File: src/verilog/bch_pkg.sv
// Shared constants for the block-transfer command port: address decode,
// register indices, field positions and the controller's register map.
// Assumes a 32-bit local bus and one system clock for both ends.
package bch_pkg;

  // Local bus address layout.
  localparam int ADDR_W = 32;
  localparam int DATA_W = 32;
  localparam int TOP_LSB = 27;
  localparam logic [4:0] TOP_TAG = 5'h01;
  localparam int BASE_LSB = 24;
  localparam int BASE_W = 3;
  localparam int TAG_LSB = 16;
  localparam logic [7:0] DEST_TAG = 8'h41;
  localparam logic [7:0] REG_TAG = 8'h40;
  localparam int REG_ZERO_LSB = 12;
  localparam logic [3:0] REG_ZERO = 4'h0;
  localparam int WIN_LSB = 22;
  localparam logic [1:0] DATA_WIN = 2'h3;
  localparam int CMD_LSB = 14;
  localparam int COUNT_LSB = 2;
  localparam int COUNT_W = 12;
  localparam int IDX_W = 12;
  localparam logic [1:0] IDX_ZERO = 2'h0;

  // Command codes carried in the destination alias address.
  typedef enum logic [1:0] {
    CMD_SIMPLE = 2'h0,
    CMD_WIDTH = 2'h1,
    CMD_HEIGHT = 2'h2,
    CMD_STORE = 2'h3
  } bch_cmd_t;

  // Engine register indices.
  localparam logic [11:0] IDX_BG = 12'h004;
  localparam logic [11:0] IDX_FG = 12'h008;
  localparam logic [11:0] IDX_SRC = 12'h00c;
  localparam logic [11:0] IDX_WIDTH = 12'h010;
  localparam logic [11:0] IDX_HEIGHT = 12'h014;
  localparam logic [11:0] IDX_RASTER = 12'h018;
  localparam logic [11:0] IDX_SCRATCH = 12'h01c;
  localparam logic [11:0] IDX_STATUS = 12'h020;
  localparam logic [11:0] IDX_DATA = 12'h804;

  // Raster operation control fields.
  localparam int SRC_SEL_LSB = 0;
  localparam int EXPAND_BIT = 2;
  localparam int TRANSP_BIT = 3;
  localparam logic [1:0] SRC_SCREEN = 2'h0;
  localparam logic [1:0] SRC_HOST = 2'h1;
  localparam logic [1:0] SRC_FG = 2'h2;

  // Status register bits.
  localparam int ST_BUSY = 0;
  localparam int ST_QUEUED = 1;
  localparam int ST_EMPTY = 2;
  localparam int ST_FULL = 3;

  localparam logic [DATA_W-1:0] REG_RESET = 32'h0000_0000;
  localparam logic [3:0] BE_FULL = 4'hf;
  localparam int BACKOFF_CYCLES = 128;
  localparam int COORD_W = 16;

  // Controller register map on Avalon-MM (word index = address).
  localparam logic [2:0] AV_ADDR = 3'h0;
  localparam logic [2:0] AV_WDATA = 3'h1;
  localparam logic [2:0] AV_CTRL = 3'h2;
  localparam logic [2:0] AV_STATUS = 3'h3;
  localparam logic [2:0] AV_RDATA = 3'h4;
  localparam int CTRL_START = 0;
  localparam int CTRL_READ = 1;
  localparam int CTRL_BE_LSB = 4;
  localparam int HST_BUSY = 0;
  localparam int HST_DONE = 1;
  localparam int HST_RETRY_LSB = 8;

endpackage

File: src/verilog/bch_bus_if.sv
// Local bus between the host CPU end and the drawing engine front end.
// Both ends run on the same system clock; the bench joins them here.
`timescale 1ns/1ns
interface bch_bus_if;
  import bch_pkg::*;
  logic [ADDR_W-1:0] addr;
  logic [DATA_W-1:0] wdata;
  logic [3:0] be;
  logic wr;
  logic rd;
  logic [DATA_W-1:0] rdata;
  logic ack;
  logic cpu_backoff;
  logic bus_req;

  modport engine (
    input addr, wdata, be, wr, rd, bus_req,
    output rdata, ack, cpu_backoff
  );
  modport cpu (
    output addr, wdata, be, wr, rd, bus_req,
    input rdata, ack, cpu_backoff
  );
endinterface

File: src/verilog/bch_engine_port.sv
// Drawing engine front end: address decode, double-buffered geometry,
// command launch, write stalls, host data FIFO and pixel stepping.
// Assumes a CPU that holds each request until ack or cpu_backoff.
// Operation
// - Every destination alias reads the same register
// - Command alias write launches; one alias only stores
// - Decode destination alias at bits 23:16 0x41
// - Code 00: plain transfer, count ignored
// - Code 01: count field gives width
// - Code 10: count field gives height
// - Code 11: store destination, no launch
// - Register update first, then operation starts
// - Raster control selects source, expansion, transparency
// - Software picks host/expand text, foreground fills
// - Height zero draws exactly one row
// - Other registers decoded by word index
// - Reads any width; writes are full words
// - Write while busy stalls the CPU; geometry, destination alias and data port writes are not stalled while busy
// - Status readable validly at any time
// - Geometry registers double buffered for next command
// - After queuing, further writes stall until handover; data port writes stall only on a full FIFO
// - Data port FIFO, aliased in upper window
// - Each operation takes only its data, in order
// - Full FIFO stalls; backoff after 128 cycles
// - Scratch register has no drawing effect
`timescale 1ns/1ns
module bch_engine_port import bch_pkg::*; #(
  parameter int FIFO_DEPTH = 8
) (
  // System
  input wire logic clock,
  input wire logic reset_n,
  // Local bus
  bch_bus_if.engine bus,
  // Configuration
  input wire logic [BASE_W-1:0] engine_base_select,
  // Destination pixel stream
  output logic draw_valid,
  input wire logic draw_ready,
  output logic [COORD_W-1:0] draw_x,
  output logic [COORD_W-1:0] draw_y,
  output logic [DATA_W-1:0] draw_data,
  output logic [DATA_W-1:0] draw_src_origin,
  output logic engine_busy
);

  localparam int PTR_W = $clog2(FIFO_DEPTH);

  initial begin
    if (FIFO_DEPTH < 2 || (1 << PTR_W) != FIFO_DEPTH) begin
      $error("FIFO_DEPTH must be a power of two, at least 2");
    end
  end

  typedef enum logic {ST_IDLE, ST_RUN} bch_state_t;

  bch_state_t state_r;
  logic ack_r;
  logic [DATA_W-1:0] rdata_r;
  logic [DATA_W-1:0] dest_coord_reg, source_coord_reg, act_src_r;
  logic [DATA_W-1:0] bg_r, fg_r, raster_op_control, scratch_r;
  logic [COUNT_W-1:0] width_r, height_r;
  logic launch_pend_r, busy_r;
  logic [7:0] stall_cnt_r;
  logic [COORD_W-1:0] x0_r, cur_x_r, cur_y_r;
  logic [COUNT_W-1:0] act_w_r, x_left_r, y_left_r;
  logic [4:0] bit_r;
  logic [DATA_W-1:0] fifo_mem [FIFO_DEPTH];
  logic [PTR_W:0] wptr_r, rptr_r;

  // Decode.
  logic base_ok, dest_hit, reg_hit, data_hit, req, wr_full;
  logic [IDX_W-1:0] idx;
  bch_cmd_t cmd;
  logic [COUNT_W-1:0] count;
  assign base_ok = bus.addr[ADDR_W-1:TOP_LSB] == TOP_TAG &&
    bus.addr[BASE_LSB+:BASE_W] == engine_base_select;
  assign dest_hit = base_ok && bus.addr[TAG_LSB+:8] == DEST_TAG;
  assign reg_hit = base_ok && bus.addr[TAG_LSB+:8] == REG_TAG &&
    bus.addr[REG_ZERO_LSB+:4] == REG_ZERO;
  assign idx = {bus.addr[IDX_W-1:2], IDX_ZERO};
  assign data_hit = base_ok && (bus.addr[WIN_LSB+:2] == DATA_WIN ||
    (reg_hit && idx == IDX_DATA));
  assign cmd = bch_cmd_t'(bus.addr[CMD_LSB+:2]);
  assign count = bus.addr[COUNT_LSB+:COUNT_W];
  assign req = (bus.wr || bus.rd) && !ack_r;
  // Partial-width writes are taken but change nothing.
  assign wr_full = bus.be == BE_FULL;

  logic geom_wr, launch, fifo_full, fifo_empty, stall, accept;
  assign geom_wr = dest_hit || (reg_hit && (idx == IDX_SRC ||
    idx == IDX_WIDTH || idx == IDX_HEIGHT));
  assign launch = dest_hit && cmd != CMD_STORE;
  assign fifo_full = (wptr_r ^ rptr_r) == {1'b1, {PTR_W{1'b0}}};
  assign fifo_empty = wptr_r == rptr_r;

  always_comb begin
    stall = 1'b0;
    if (bus.wr) begin
      if (data_hit) begin
        stall = fifo_full;
      end else if (launch_pend_r) begin
        stall = 1'b1;
      end else if (!geom_wr) begin
        stall = busy_r;
      end
    end
  end

  assign accept = req && !stall && !bus.cpu_backoff;
  assign bus.ack = ack_r;
  assign bus.rdata = rdata_r;

  // The CPU gets retried only when another master wants the bus.
  assign bus.cpu_backoff = bus.wr && stall && bus.bus_req &&
    stall_cnt_r >= 8'(BACKOFF_CYCLES);

  always_ff @(posedge clock or negedge reset_n) begin
    if (!reset_n) begin
      stall_cnt_r <= 8'h00;
    end else if (bus.wr && stall && !bus.cpu_backoff) begin
      if (stall_cnt_r < 8'(BACKOFF_CYCLES)) begin
        stall_cnt_r <= stall_cnt_r + 8'h01;
      end
    end else begin
      stall_cnt_r <= 8'h00;
    end
  end

  // Answer one cycle after acceptance; read data stands with ack.
  always_ff @(posedge clock or negedge reset_n) begin
    if (!reset_n) begin
      ack_r <= 1'b0;
      rdata_r <= REG_RESET;
    end else begin
      ack_r <= accept;
      if (accept && bus.rd) begin
        rdata_r <= REG_RESET;
        if (dest_hit) begin
          rdata_r <= dest_coord_reg;
        end else if (reg_hit) begin
          unique case (idx)
            IDX_BG: rdata_r <= bg_r;
            IDX_FG: rdata_r <= fg_r;
            IDX_SRC: rdata_r <= source_coord_reg;
            IDX_WIDTH: rdata_r <= DATA_W'(width_r);
            IDX_HEIGHT: rdata_r <= DATA_W'(height_r);
            IDX_RASTER: rdata_r <= raster_op_control;
            IDX_SCRATCH: rdata_r <= scratch_r;
            IDX_STATUS: rdata_r <= DATA_W'({fifo_full, fifo_empty,
              launch_pend_r, busy_r});
            default: rdata_r <= REG_RESET;
          endcase
        end
      end
    end
  end

  // Pending geometry and plain registers; the write lands before launch.
  logic wr_take;
  assign wr_take = accept && bus.wr && wr_full;
  always_ff @(posedge clock or negedge reset_n) begin
    if (!reset_n) begin
      dest_coord_reg <= REG_RESET;
      source_coord_reg <= REG_RESET;
      width_r <= '0;
      height_r <= '0;
      bg_r <= REG_RESET;
      fg_r <= REG_RESET;
      raster_op_control <= REG_RESET;
      scratch_r <= REG_RESET;
    end else if (wr_take && dest_hit) begin
      dest_coord_reg <= bus.wdata;
      if (cmd == CMD_WIDTH) begin
        width_r <= count;
      end
      if (cmd == CMD_HEIGHT) begin
        height_r <= count;
      end
    end else if (wr_take && reg_hit && !data_hit) begin
      unique case (idx)
        IDX_BG: bg_r <= bus.wdata;
        IDX_FG: fg_r <= bus.wdata;
        IDX_SRC: source_coord_reg <= bus.wdata;
        IDX_WIDTH: width_r <= bus.wdata[COUNT_W-1:0];
        IDX_HEIGHT: height_r <= bus.wdata[COUNT_W-1:0];
        IDX_RASTER: raster_op_control <= bus.wdata;
        IDX_SCRATCH: scratch_r <= bus.wdata;
        default: ;
      endcase
    end
  end

  // A launch is held pending until the engine is free to take it.
  logic start;
  assign start = launch_pend_r && state_r == ST_IDLE;
  always_ff @(posedge clock or negedge reset_n) begin
    if (!reset_n) begin
      launch_pend_r <= 1'b0;
    end else if (wr_take && launch) begin
      launch_pend_r <= 1'b1;
    end else if (start) begin
      launch_pend_r <= 1'b0;
    end
  end

  // Pixel stepping.
  logic [1:0] src_sel;
  logic expand, transp, host_src, avail, pix_bit, suppress, step, last_x;
  logic pop;
  assign src_sel = raster_op_control[SRC_SEL_LSB+:2];
  assign expand = raster_op_control[EXPAND_BIT];
  assign transp = raster_op_control[TRANSP_BIT];
  assign host_src = src_sel == SRC_HOST;
  assign avail = state_r == ST_RUN && (!host_src || !fifo_empty);
  assign pix_bit = fifo_mem[rptr_r[PTR_W-1:0]][bit_r];
  assign suppress = host_src && expand && transp && !pix_bit;
  assign step = avail && (draw_ready || suppress);
  assign last_x = x_left_r == '0;
  // Expanded host data uses one word per 32 pixels or per row.
  assign pop = step && host_src &&
    (!expand || bit_r == 5'h1f || last_x);

  assign draw_valid = avail && !suppress;
  assign draw_x = cur_x_r;
  assign draw_y = cur_y_r;
  assign draw_src_origin = act_src_r;
  assign engine_busy = busy_r;

  always_comb begin
    draw_data = fg_r;
    if (host_src) begin
      draw_data = fifo_mem[rptr_r[PTR_W-1:0]];
      if (expand) begin
        draw_data = pix_bit ? fg_r : bg_r;
      end
    end else if (src_sel == SRC_SCREEN) begin
      draw_data = REG_RESET;
    end
  end

  always_ff @(posedge clock or negedge reset_n) begin
    if (!reset_n) begin
      state_r <= ST_IDLE;
      busy_r <= 1'b0;
      act_src_r <= REG_RESET;
      act_w_r <= '0;
      x_left_r <= '0;
      y_left_r <= '0;
      x0_r <= '0;
      cur_x_r <= '0;
      cur_y_r <= '0;
      bit_r <= 5'h00;
    end else if (start) begin
      state_r <= ST_RUN;
      busy_r <= 1'b1;
      act_src_r <= source_coord_reg;
      act_w_r <= width_r;
      x_left_r <= width_r;
      y_left_r <= height_r;
      x0_r <= dest_coord_reg[COORD_W-1:0];
      cur_x_r <= dest_coord_reg[COORD_W-1:0];
      cur_y_r <= dest_coord_reg[DATA_W-1:COORD_W];
      bit_r <= 5'h00;
    end else if (step) begin
      bit_r <= bit_r + 5'h01;
      if (!last_x) begin
        x_left_r <= x_left_r - 1'b1;
        cur_x_r <= cur_x_r + 1'b1;
      end else begin
        bit_r <= 5'h00;
        x_left_r <= act_w_r;
        cur_x_r <= x0_r;
        cur_y_r <= cur_y_r + 1'b1;
        if (y_left_r == '0) begin
          state_r <= ST_IDLE;
          busy_r <= 1'b0;
        end else begin
          y_left_r <= y_left_r - 1'b1;
        end
      end
    end
  end

  // Host data FIFO.
  logic push;
  assign push = wr_take && data_hit;
  always_ff @(posedge clock) begin
    if (push) begin
      fifo_mem[wptr_r[PTR_W-1:0]] <= bus.wdata;
    end
  end

  always_ff @(posedge clock or negedge reset_n) begin
    if (!reset_n) begin
      wptr_r <= '0;
      rptr_r <= '0;
    end else begin
      if (push) begin
        wptr_r <= wptr_r + 1'b1;
      end
      if (pop) begin
        rptr_r <= rptr_r + 1'b1;
      end
    end
  end

endmodule

File: src/flat_wrapper.sv
// flat-port wrapper written by rule: the top's interface ports become plain ports
module bch_engine_port_flat import bch_pkg::*;
#(
  parameter int FIFO_DEPTH = 8
)
  (clock, reset_n, engine_base_select, draw_valid, draw_ready, draw_x, draw_y, draw_data, draw_src_origin, engine_busy, bus_addr, bus_wdata, bus_be, bus_wr, bus_rd, bus_bus_req, bus_rdata, bus_ack, bus_cpu_backoff);
  bch_bus_if bus_i ();
  input wire logic clock;
  input wire logic reset_n;
  input wire logic [BASE_W-1:0] engine_base_select;
  output logic draw_valid;
  input wire logic draw_ready;
  output logic [COORD_W-1:0] draw_x;
  output logic [COORD_W-1:0] draw_y;
  output logic [DATA_W-1:0] draw_data;
  output logic [DATA_W-1:0] draw_src_origin;
  output logic engine_busy;
  input wire logic [$bits(bus_i.addr)-1:0] bus_addr;
  input wire logic [$bits(bus_i.wdata)-1:0] bus_wdata;
  input wire logic [$bits(bus_i.be)-1:0] bus_be;
  input wire logic [$bits(bus_i.wr)-1:0] bus_wr;
  input wire logic [$bits(bus_i.rd)-1:0] bus_rd;
  input wire logic [$bits(bus_i.bus_req)-1:0] bus_bus_req;
  output wire logic [$bits(bus_i.rdata)-1:0] bus_rdata;
  output wire logic [$bits(bus_i.ack)-1:0] bus_ack;
  output wire logic [$bits(bus_i.cpu_backoff)-1:0] bus_cpu_backoff;
  assign bus_i.addr = bus_addr;
  assign bus_i.wdata = bus_wdata;
  assign bus_i.be = bus_be;
  assign bus_i.wr = bus_wr;
  assign bus_i.rd = bus_rd;
  assign bus_i.bus_req = bus_bus_req;
  assign bus_rdata = bus_i.rdata;
  assign bus_ack = bus_i.ack;
  assign bus_cpu_backoff = bus_i.cpu_backoff;
  bch_engine_port #(.FIFO_DEPTH(FIFO_DEPTH)) u_core (.clock(clock), .reset_n(reset_n), .bus(bus_i), .engine_base_select(engine_base_select), .draw_valid(draw_valid), .draw_ready(draw_ready), .draw_x(draw_x), .draw_y(draw_y), .draw_data(draw_data), .draw_src_origin(draw_src_origin), .engine_busy(engine_busy));
endmodule
File: config.mk
export PLATFORM = sky130hd
export DESIGN_NAME = bch_engine_port_flat
export DESIGN_NICKNAME = d
export VERILOG_FILES = /design/src/verilog/bch_pkg.sv /design/src/verilog/bch_bus_if.sv /design/src/verilog/bch_engine_port.sv /design/src/flat_wrapper.sv
export SDC_FILE = /design/constraint.sdc
export NUM_CORES = 1
export LEC_CHECK = 0
export ABC_CLOCK_PERIOD_IN_PS = 5300
export BUFFER_PORTS_ARGS = -buffer_cell sky130_fd_sc_hd__buf_2
export CAP_MARGIN = 20
export CORE_MARGIN = 3
export CORE_UTILIZATION = 30
export CTS_CLUSTER_SIZE = 16
export DETAILED_ROUTE_END_ITERATION = 10
export PLACE_DENSITY = 0.55
export SLEW_MARGIN = 20
export SYNTH_ARGS = -nofsm -noshare
export SYNTH_HDL_FRONTEND = slang
export SYNTH_SLANG_ARGS = --single-unit
File: constraint.sdc
create_clock -name clock -period 5.3 [get_ports clock]
set_clock_uncertainty 0.05 [all_clocks]
set_input_delay 0.53 -clock clock [delete_from_list [all_inputs] [get_ports clock]]
set_output_delay 0.53 -clock clock [all_outputs]
set_load 0.02 [all_outputs]
* Word-level counts from Yosys, hierarchy flattened *
Memories as Yosys holds them, arrays and structs flattened.
Cells that the tools add are included.

operators by class
  bitwise gates (word level) = 3
  reduce and logical (&&, ||, !) cells = 71
  eq/ne operators = 26
  muxes and demuxes = 47
  add/sub/neg operators = 8
  $lt $le $gt $ge = 3

operators with widths
  cell                   number
  $pmux 32 s8            1
  $mux 32                6
  $mux 12                15
  $mux 16                6
  $eq 10x3->1 const B    4
  $add 16x1->16 const B  2
  $logic_and 1x1->1      32
  $reduce_and 3->1       9
  $logic_not 12->1       2
  $sub 12x1->12 const B  2
  $eq 10x2->1 const B    2
  $eq 8x7->1 const B     2
  $mux 8                 2
  $mux 5                 3
  $reduce_bool 2->1      7
  $mux 1                 13
  $eq 10x1->1 const B    1
  $eq 10x10->1 const B   1
  $eq 10x4->1 const B    1
  $logic_not 1->1        9
  $logic_or 1x1->1       9
  $add 4x1->4 const B    2
  $add 8x1->8 const B    1
  $eq 4x4->1 const B     2
  other kinds (18)       24

storage, ports and cells
  bits in writable memories = 256
  logic and storage cells = 182
  memories kept = 1
  register bits = 388
  input port bits = 77
  output and inout port bits = 132

memory list
  memory           depth  bits a word  read ports  clocked after Yosys merged registers in  write ports  line                   source
  u_core.fifo_mem  8      32           1           0                                        1            bch_engine_port.sv:68  logic [DATA_W-1:0] fifo_mem [FIFO_DEPTH];

* Longest topological paths before layout *
  depth in word-level cells = 21
  depth in mapped cells = 16
  mapped depth without buffers = 10

* Least setup slack after synthesis *
No wires, ideal clock.

  path type = input port to flip-flop
  start = input bus_addr[7]
  end = memory u_core.fifo_mem[2][0], enable pin
  stages = 8
  setup time = 0.468 ns
  data required time = 4.782 ns
  arrival time = 4.775 ns
  path slack = 0.007 ns
  path buffers = 1
  cells stage by stage = or4_1 > or4_1 > o21ai_0 > and2_1 > and3_1 > clkbuf_1 > nand2b_1 > nor3b_1

between the ends
  longest elaborated chain between the ends = 19
  elaborated cells on any way between the ends = 27
  classes of those cells = eq/ne: 4; mux: 6; reduce/logical: 17

RTL lines
  item                                        line                                          source
  start: declaration                          flat_wrapper.sv:18                            input wire logic [$bits(bus_i.addr)-1:0] bus_addr;
  $eq 10x2->1 or $eq 10x3->1 (tied branches)  bch_engine_port.sv:91, bch_engine_port.sv:92
  $logic_or 1x1->1                            bch_engine_port.sv:91                         assign geom_wr = dest_hit || (reg_hit && (idx == IDX_SRC ||
  $logic_or 1x1->1                            bch_engine_port.sv:92                         idx == IDX_WIDTH || idx == IDX_HEIGHT));
  $logic_and 1x1->1                           bch_engine_port.sv:91
  $logic_or 1x1->1                            bch_engine_port.sv:91
  $mux 1                                      bch_engine_port.sv:104                        end else if (!geom_wr) begin
  $mux 1                                      bch_engine_port.sv:102                        end else if (launch_pend_r) begin
  $mux 1                                      bch_engine_port.sv:100                        if (data_hit) begin
  $mux 1                                      bch_engine_port.sv:99                         if (bus.wr) begin
  $logic_and 1x1->1 (3 in series)             bch_engine_port.sv:115                        assign bus.cpu_backoff = bus.wr && stall && bus.bus_req &&
  $logic_not 1->1                             bch_engine_port.sv:110                        assign accept = req && !stall && !bus.cpu_backoff;
  $logic_and 1x1->1                           bch_engine_port.sv:110
  $logic_and 1x1->1 (2 in series)             bch_engine_port.sv:161                        assign wr_take = accept && bus.wr && wr_full;
  $logic_and 1x1->1 (*)                       bch_engine_port.sv:287                        assign push = wr_take && data_hit;
  $mux 1 (*)                                  bch_engine_port.sv:289                        if (push) begin
  $mux 1 (not written as such) (*)            bch_engine_port.sv:290                        fifo_mem[wptr_r[PTR_W-1:0]] <= bus.wdata;
  end: declaration                            bch_engine_port.sv:68

Every way passes the cells marked *; elsewhere a longest branch is shown, timed or not.

* Final worst setup path *
  start = register u_core.rptr_r[1]
  end = output draw_data[18]

between the ends
  longest elaborated chain between the ends = 6

RTL lines
  item                          line                    source
  start: declaration            bch_engine_port.sv:69   logic [PTR_W:0] wptr_r, rptr_r;
  start signal: assignment      bch_engine_port.sv:303  rptr_r <= rptr_r + 1'b1;
  $mem_v2 8x32 (*)              -
  $bmux 1 s5                    bch_engine_port.sv:216  assign pix_bit = fifo_mem[rptr_r[PTR_W-1:0]][bit_r];
  $mux 1 (not written as such)  bch_engine_port.sv:216
  $mux 32                       bch_engine_port.sv:235  draw_data = pix_bit ? fg_r : bg_r;
  $mux 32 (*)                   bch_engine_port.sv:234  if (expand) begin
  $mux 32 (*)                   bch_engine_port.sv:232  if (host_src) begin
  end: declaration              flat_wrapper.sv:15      output logic [DATA_W-1:0] draw_data;

Every way passes the cells marked *; elsewhere a longest branch is shown, timed or not. The select of a mux whose other input is x is not followed.

==> results.txt <==
The flow ran to the end, and the final reports show no timing, DRC or antenna violations. The total iterations of the first detailed-routing run came out at 6. The clock reaches the later pin of the worst-skew pair after around 620 ps. In the synthesized netlist, the number of instances is between 2000 and 2500.

The register with the most flip-flops in the layout has 256 of them. The total of hold buffers inserted after clock tree synthesis is 1. The H-tree depth reported by CTS is 3. The sink count of the clock tree is about 640.

The synthesized flop and latch total is between 600 and 700. The critical path is of the register to primary output type. The remaining antenna violation count after routing is 0. The total of cells resized after clock tree synthesis came out at 0. The floorplan die width came out at 317.3 um.

The average routed wire per standard cell came out at 23.89 um. The total vias in the final route came out at between 20000 and 25000. STA classifies the critical path startpoint as a register. In the synthesized netlist the dominant register cell turns out to be dfrtp_1. The maximum clock rate is 197.7 MHz.

From bottom edge to top edge, the die measures 317.3 um. For this block, the initial DRC count from the detailed router was 2023. In the layout the commonest cells are dfrtp_1 (385), nand2_1 (321), mux2_2 (258). Wire segments on met2 add up to roughly 42000 um in the final route.

In this run the worst hold path is classified as input pin to register. The cell count of the worst hold path is 2. The number of nets in the synthesized netlist came out at 2373. The count of filler cells inserted in the layout came out at 9343. The cell depth of the worst flop-to-flop path is 12.

Dividing total power by cell area gives a power density of 307.2 nW/um2. The remaining global-route overflow came out at 0. For the final routed database, the setup TNS stands at 0 ps. The clock slew at the register clock pins of the worst setup and hold paths came out at approximately 60 ps. After synthesis, the mean cell area works out to around 13 um2.

Counting distinct cell types in the post-synthesis netlist gives 73. The leakage power total came out at around 14 nW. The worst setup path is captured at a primary output. The total routing usage reported by global routing came out at around 18%. The total length of routed met3 wires came out at roughly 7300 um. The DRC violation count after routing came out at 0. The floorplan step defined a core boundary enclosing between 90000 and 100000 um2.

Dividing the detail-routed via count by the number of cells gives about 5.3. Setup violations remaining at the end of the flow were counted as 0. The number of synthesized flops with an enable pin came out at 256. The worst slew slack as a fraction of its limit came out at 30.83%.

The pin count of the biggest net entering global routing is between 100 and 150. The data required time at the worst endpoint came out at approximately 4700 ps. Setup repair after global routing left no endpoint under its margin. Along the worst path, the maximum fanout reaches 38. The portion of the post-synthesis area used by sequential elements came out at between 50% and 60%. The shortest clock period the worst path allows after layout is just over 5000 ps. The library cell used most frequently in the layout, excluding fill and tap cells, is dfrtp_1. STA puts the critical path data arrival time at ~4500 ps. The die covers around 100000 um2.

The starting utilization of the core area is 30.42%. The CTS buffer count came out at 72. In this run the clock root is driven by a clkbuf_16. At the pin with the least slew margin, the transition time is just over 1000 ps. TritonCTS built the clock tree. After synthesis the cells add up to 29070 um2. The worst vdd rail ir drop is 0.0002084 V. The number of nets in the layout is 2588.

After layout, the worst path uses 95.43% of the clock period. The highest layer touched by signal routing is met5. The routability congestion estimate from global placement is 0.8383.

In the synthesized netlist the async set-or-reset flop fraction comes to between 60% and 70%. In this run the post-CTS setup repair buffer count came out at 0. The number of rows created at floorplan is 113.

The number of global-route vias before repair is 20120. The number of buffers added on ports came out at slightly above 200. The initial antenna violation count is 14. The total wirelength of the detailed-routed design is 91370 um. The sum of routed wire segments on met1 is about 40000 um.

The proportion of layout cells with a drive suffix above 1 is between 20% and 30%. The first-pass GRT wire length came out at between 100000 and 150000 um. The final number of max-transition violations came out at 0. The wire-length estimate of the detail-placed layout is between 60000 and 70000 um. Final hold analysis gives a worst-case slack of 149.2 ps. The final count of hold timing violations is 0. The clock passes through at most 3 buffers. The count of maximum capacitance violations is 0.

The number of top-level pins came out at between 200 and 250. The synthesis-to-layout area growth came out at 17.54%. During synthesis, Yosys emitted a total of 0 warnings.
-- layer usage --
| metal | GRT usage [%] | vias to the layer above |
|---|---|---|
| met4 | 4.506 | 8 |
| met5 | 0 | - |
| met1 | 24.94 | 10540 |
| li1 | - | 8983 |
| met2 | 28.07 | 727 |
| met3 | 4.001 | 111 |
-- cells by family after synthesis --
logic type,synth area share (%)
buffers and inverters,2.802
XOR/XNOR,0.8736
AND/OR/NAND/NOR,9.627
multiplexers,15.26
AO/OA/AOI/OAI,11.17
flip-flops,59.84
adder cells (fa/ha/maj),0.4303
-- stage by stage --
step,power (mW),area (um2),instances,worst slack (ps),util [%]
final,10.50,34170,3824,242.0,35.76
after global routing,10.84,34170,3821,10.16,35.75
after CTS,10.63,34160,3820,128.9,35.75
after detailed placement,5.497,31770,3691,813.7,33.24
after global placement,5.488,31770,3691,848.8,33.24
after floorplan,5.320,29070,2286,7.392,-
-- worst max-delay path, stage by stage (launching register included) --
cell and delay [ps]:
dfrtp_2 660, buf_4 310, mux4_2 520, mux2i_1 440
nor2_1 80, a211o_1 280, a221o_1 360, a21oi_4 160
or2_2 190, buf_12 200, a21oi_1 90, o2bb2ai_1 310
buf_2 240
-- synth_stat cells, types with 6 or more instances --
master	n	area (um2)
dfrtp_1	388	9709
nand2_1	322	1209
mux2_2	258	2905
edfxtp_1	256	7687
a22oi_1	101	758.2
nor2_1	101	379.1
o21ai_0	95	475.5
clkbuf_1	66	247.7
a21oi_1	61	305.3
nand3_1	56	280.3
mux4_2	50	1126
buf_2	42	210.2
mux2i_1	38	380.4
o21bai_1	32	240.2
o2bb2ai_1	30	262.8
a31oi_1	25	156.4
inv_1	23	86.33
nor3_1	20	100.1
xor2_1	20	175.2
nand2b_1	19	118.9
buf_1	18	67.56
or4_1	18	135.1
a21o_1	15	112.6
a222oi_1	15	150.1
and3_1	15	93.84
o31ai_1	15	112.6
or3_1	13	81.33
nor2b_1	12	75.07
buf_4	10	75.07
ha_1	10	125.1
xnor2_1	9	78.83
a22o_1	8	70.07
a221o_1	7	70.07
and2_1	7	43.79
buf_6	7	78.83
nor4_1	7	43.79
o211ai_1	7	52.55
a221oi_1	6	52.55
nand4_1	6	37.54
or2_2	6	37.54
-- worst paths after layout --
| check | to | start | slack [ps] |
|---|---|---|---|
| max | draw_data[18] | u_core.rptr_r[1]$_DFFE_PN0P_ | 240 |
| min | u_core.bus.ack$_DFF_PN0_ | bus_wr | 150 |
| max reg2reg | u_core.y_left_r[5]$_DFFE_PN0P_ | u_core.rptr_r[1]$_DFFE_PN0P_ | 950 |
| min reg2reg | u_core.draw_src_origin[15]$_DFFE_PN0P_ | u_core.draw_src_origin[15]$_DFFE_PN0P_ | 420 |
| max in group asynchronous | u_core.rptr_r[0]$_DFFE_PN0P_ | reset_n | 3200 |
| min in group asynchronous | u_core.x0_r[3]$_DFFE_PN0P_ | reset_n | 480 |
-- final cells by class --
cell class	count	area (um2)	area share, %
Multi-Input combinational cell	1471	10960	32.06
Timing Repair Buffer	287	1739	5.089
Inverter	25	93.84	0.2746
Clock inverter	34	381.6	1.117
Tap cell	1265	1583	4.632
Antenna cell	4	10.01	0.02929
Sequential cell	644	17400	50.92
Clock buffer	94	2007	5.873
-- power breakdown --
group	internal, mW	switching [mW]	total [mW]
clock network	3.02	2.08	5.10
registers	5.19	0.00106	5.19
logic	0.0385	0.167	0.206
Note: power is estimated with default switching activity, not from simulation.
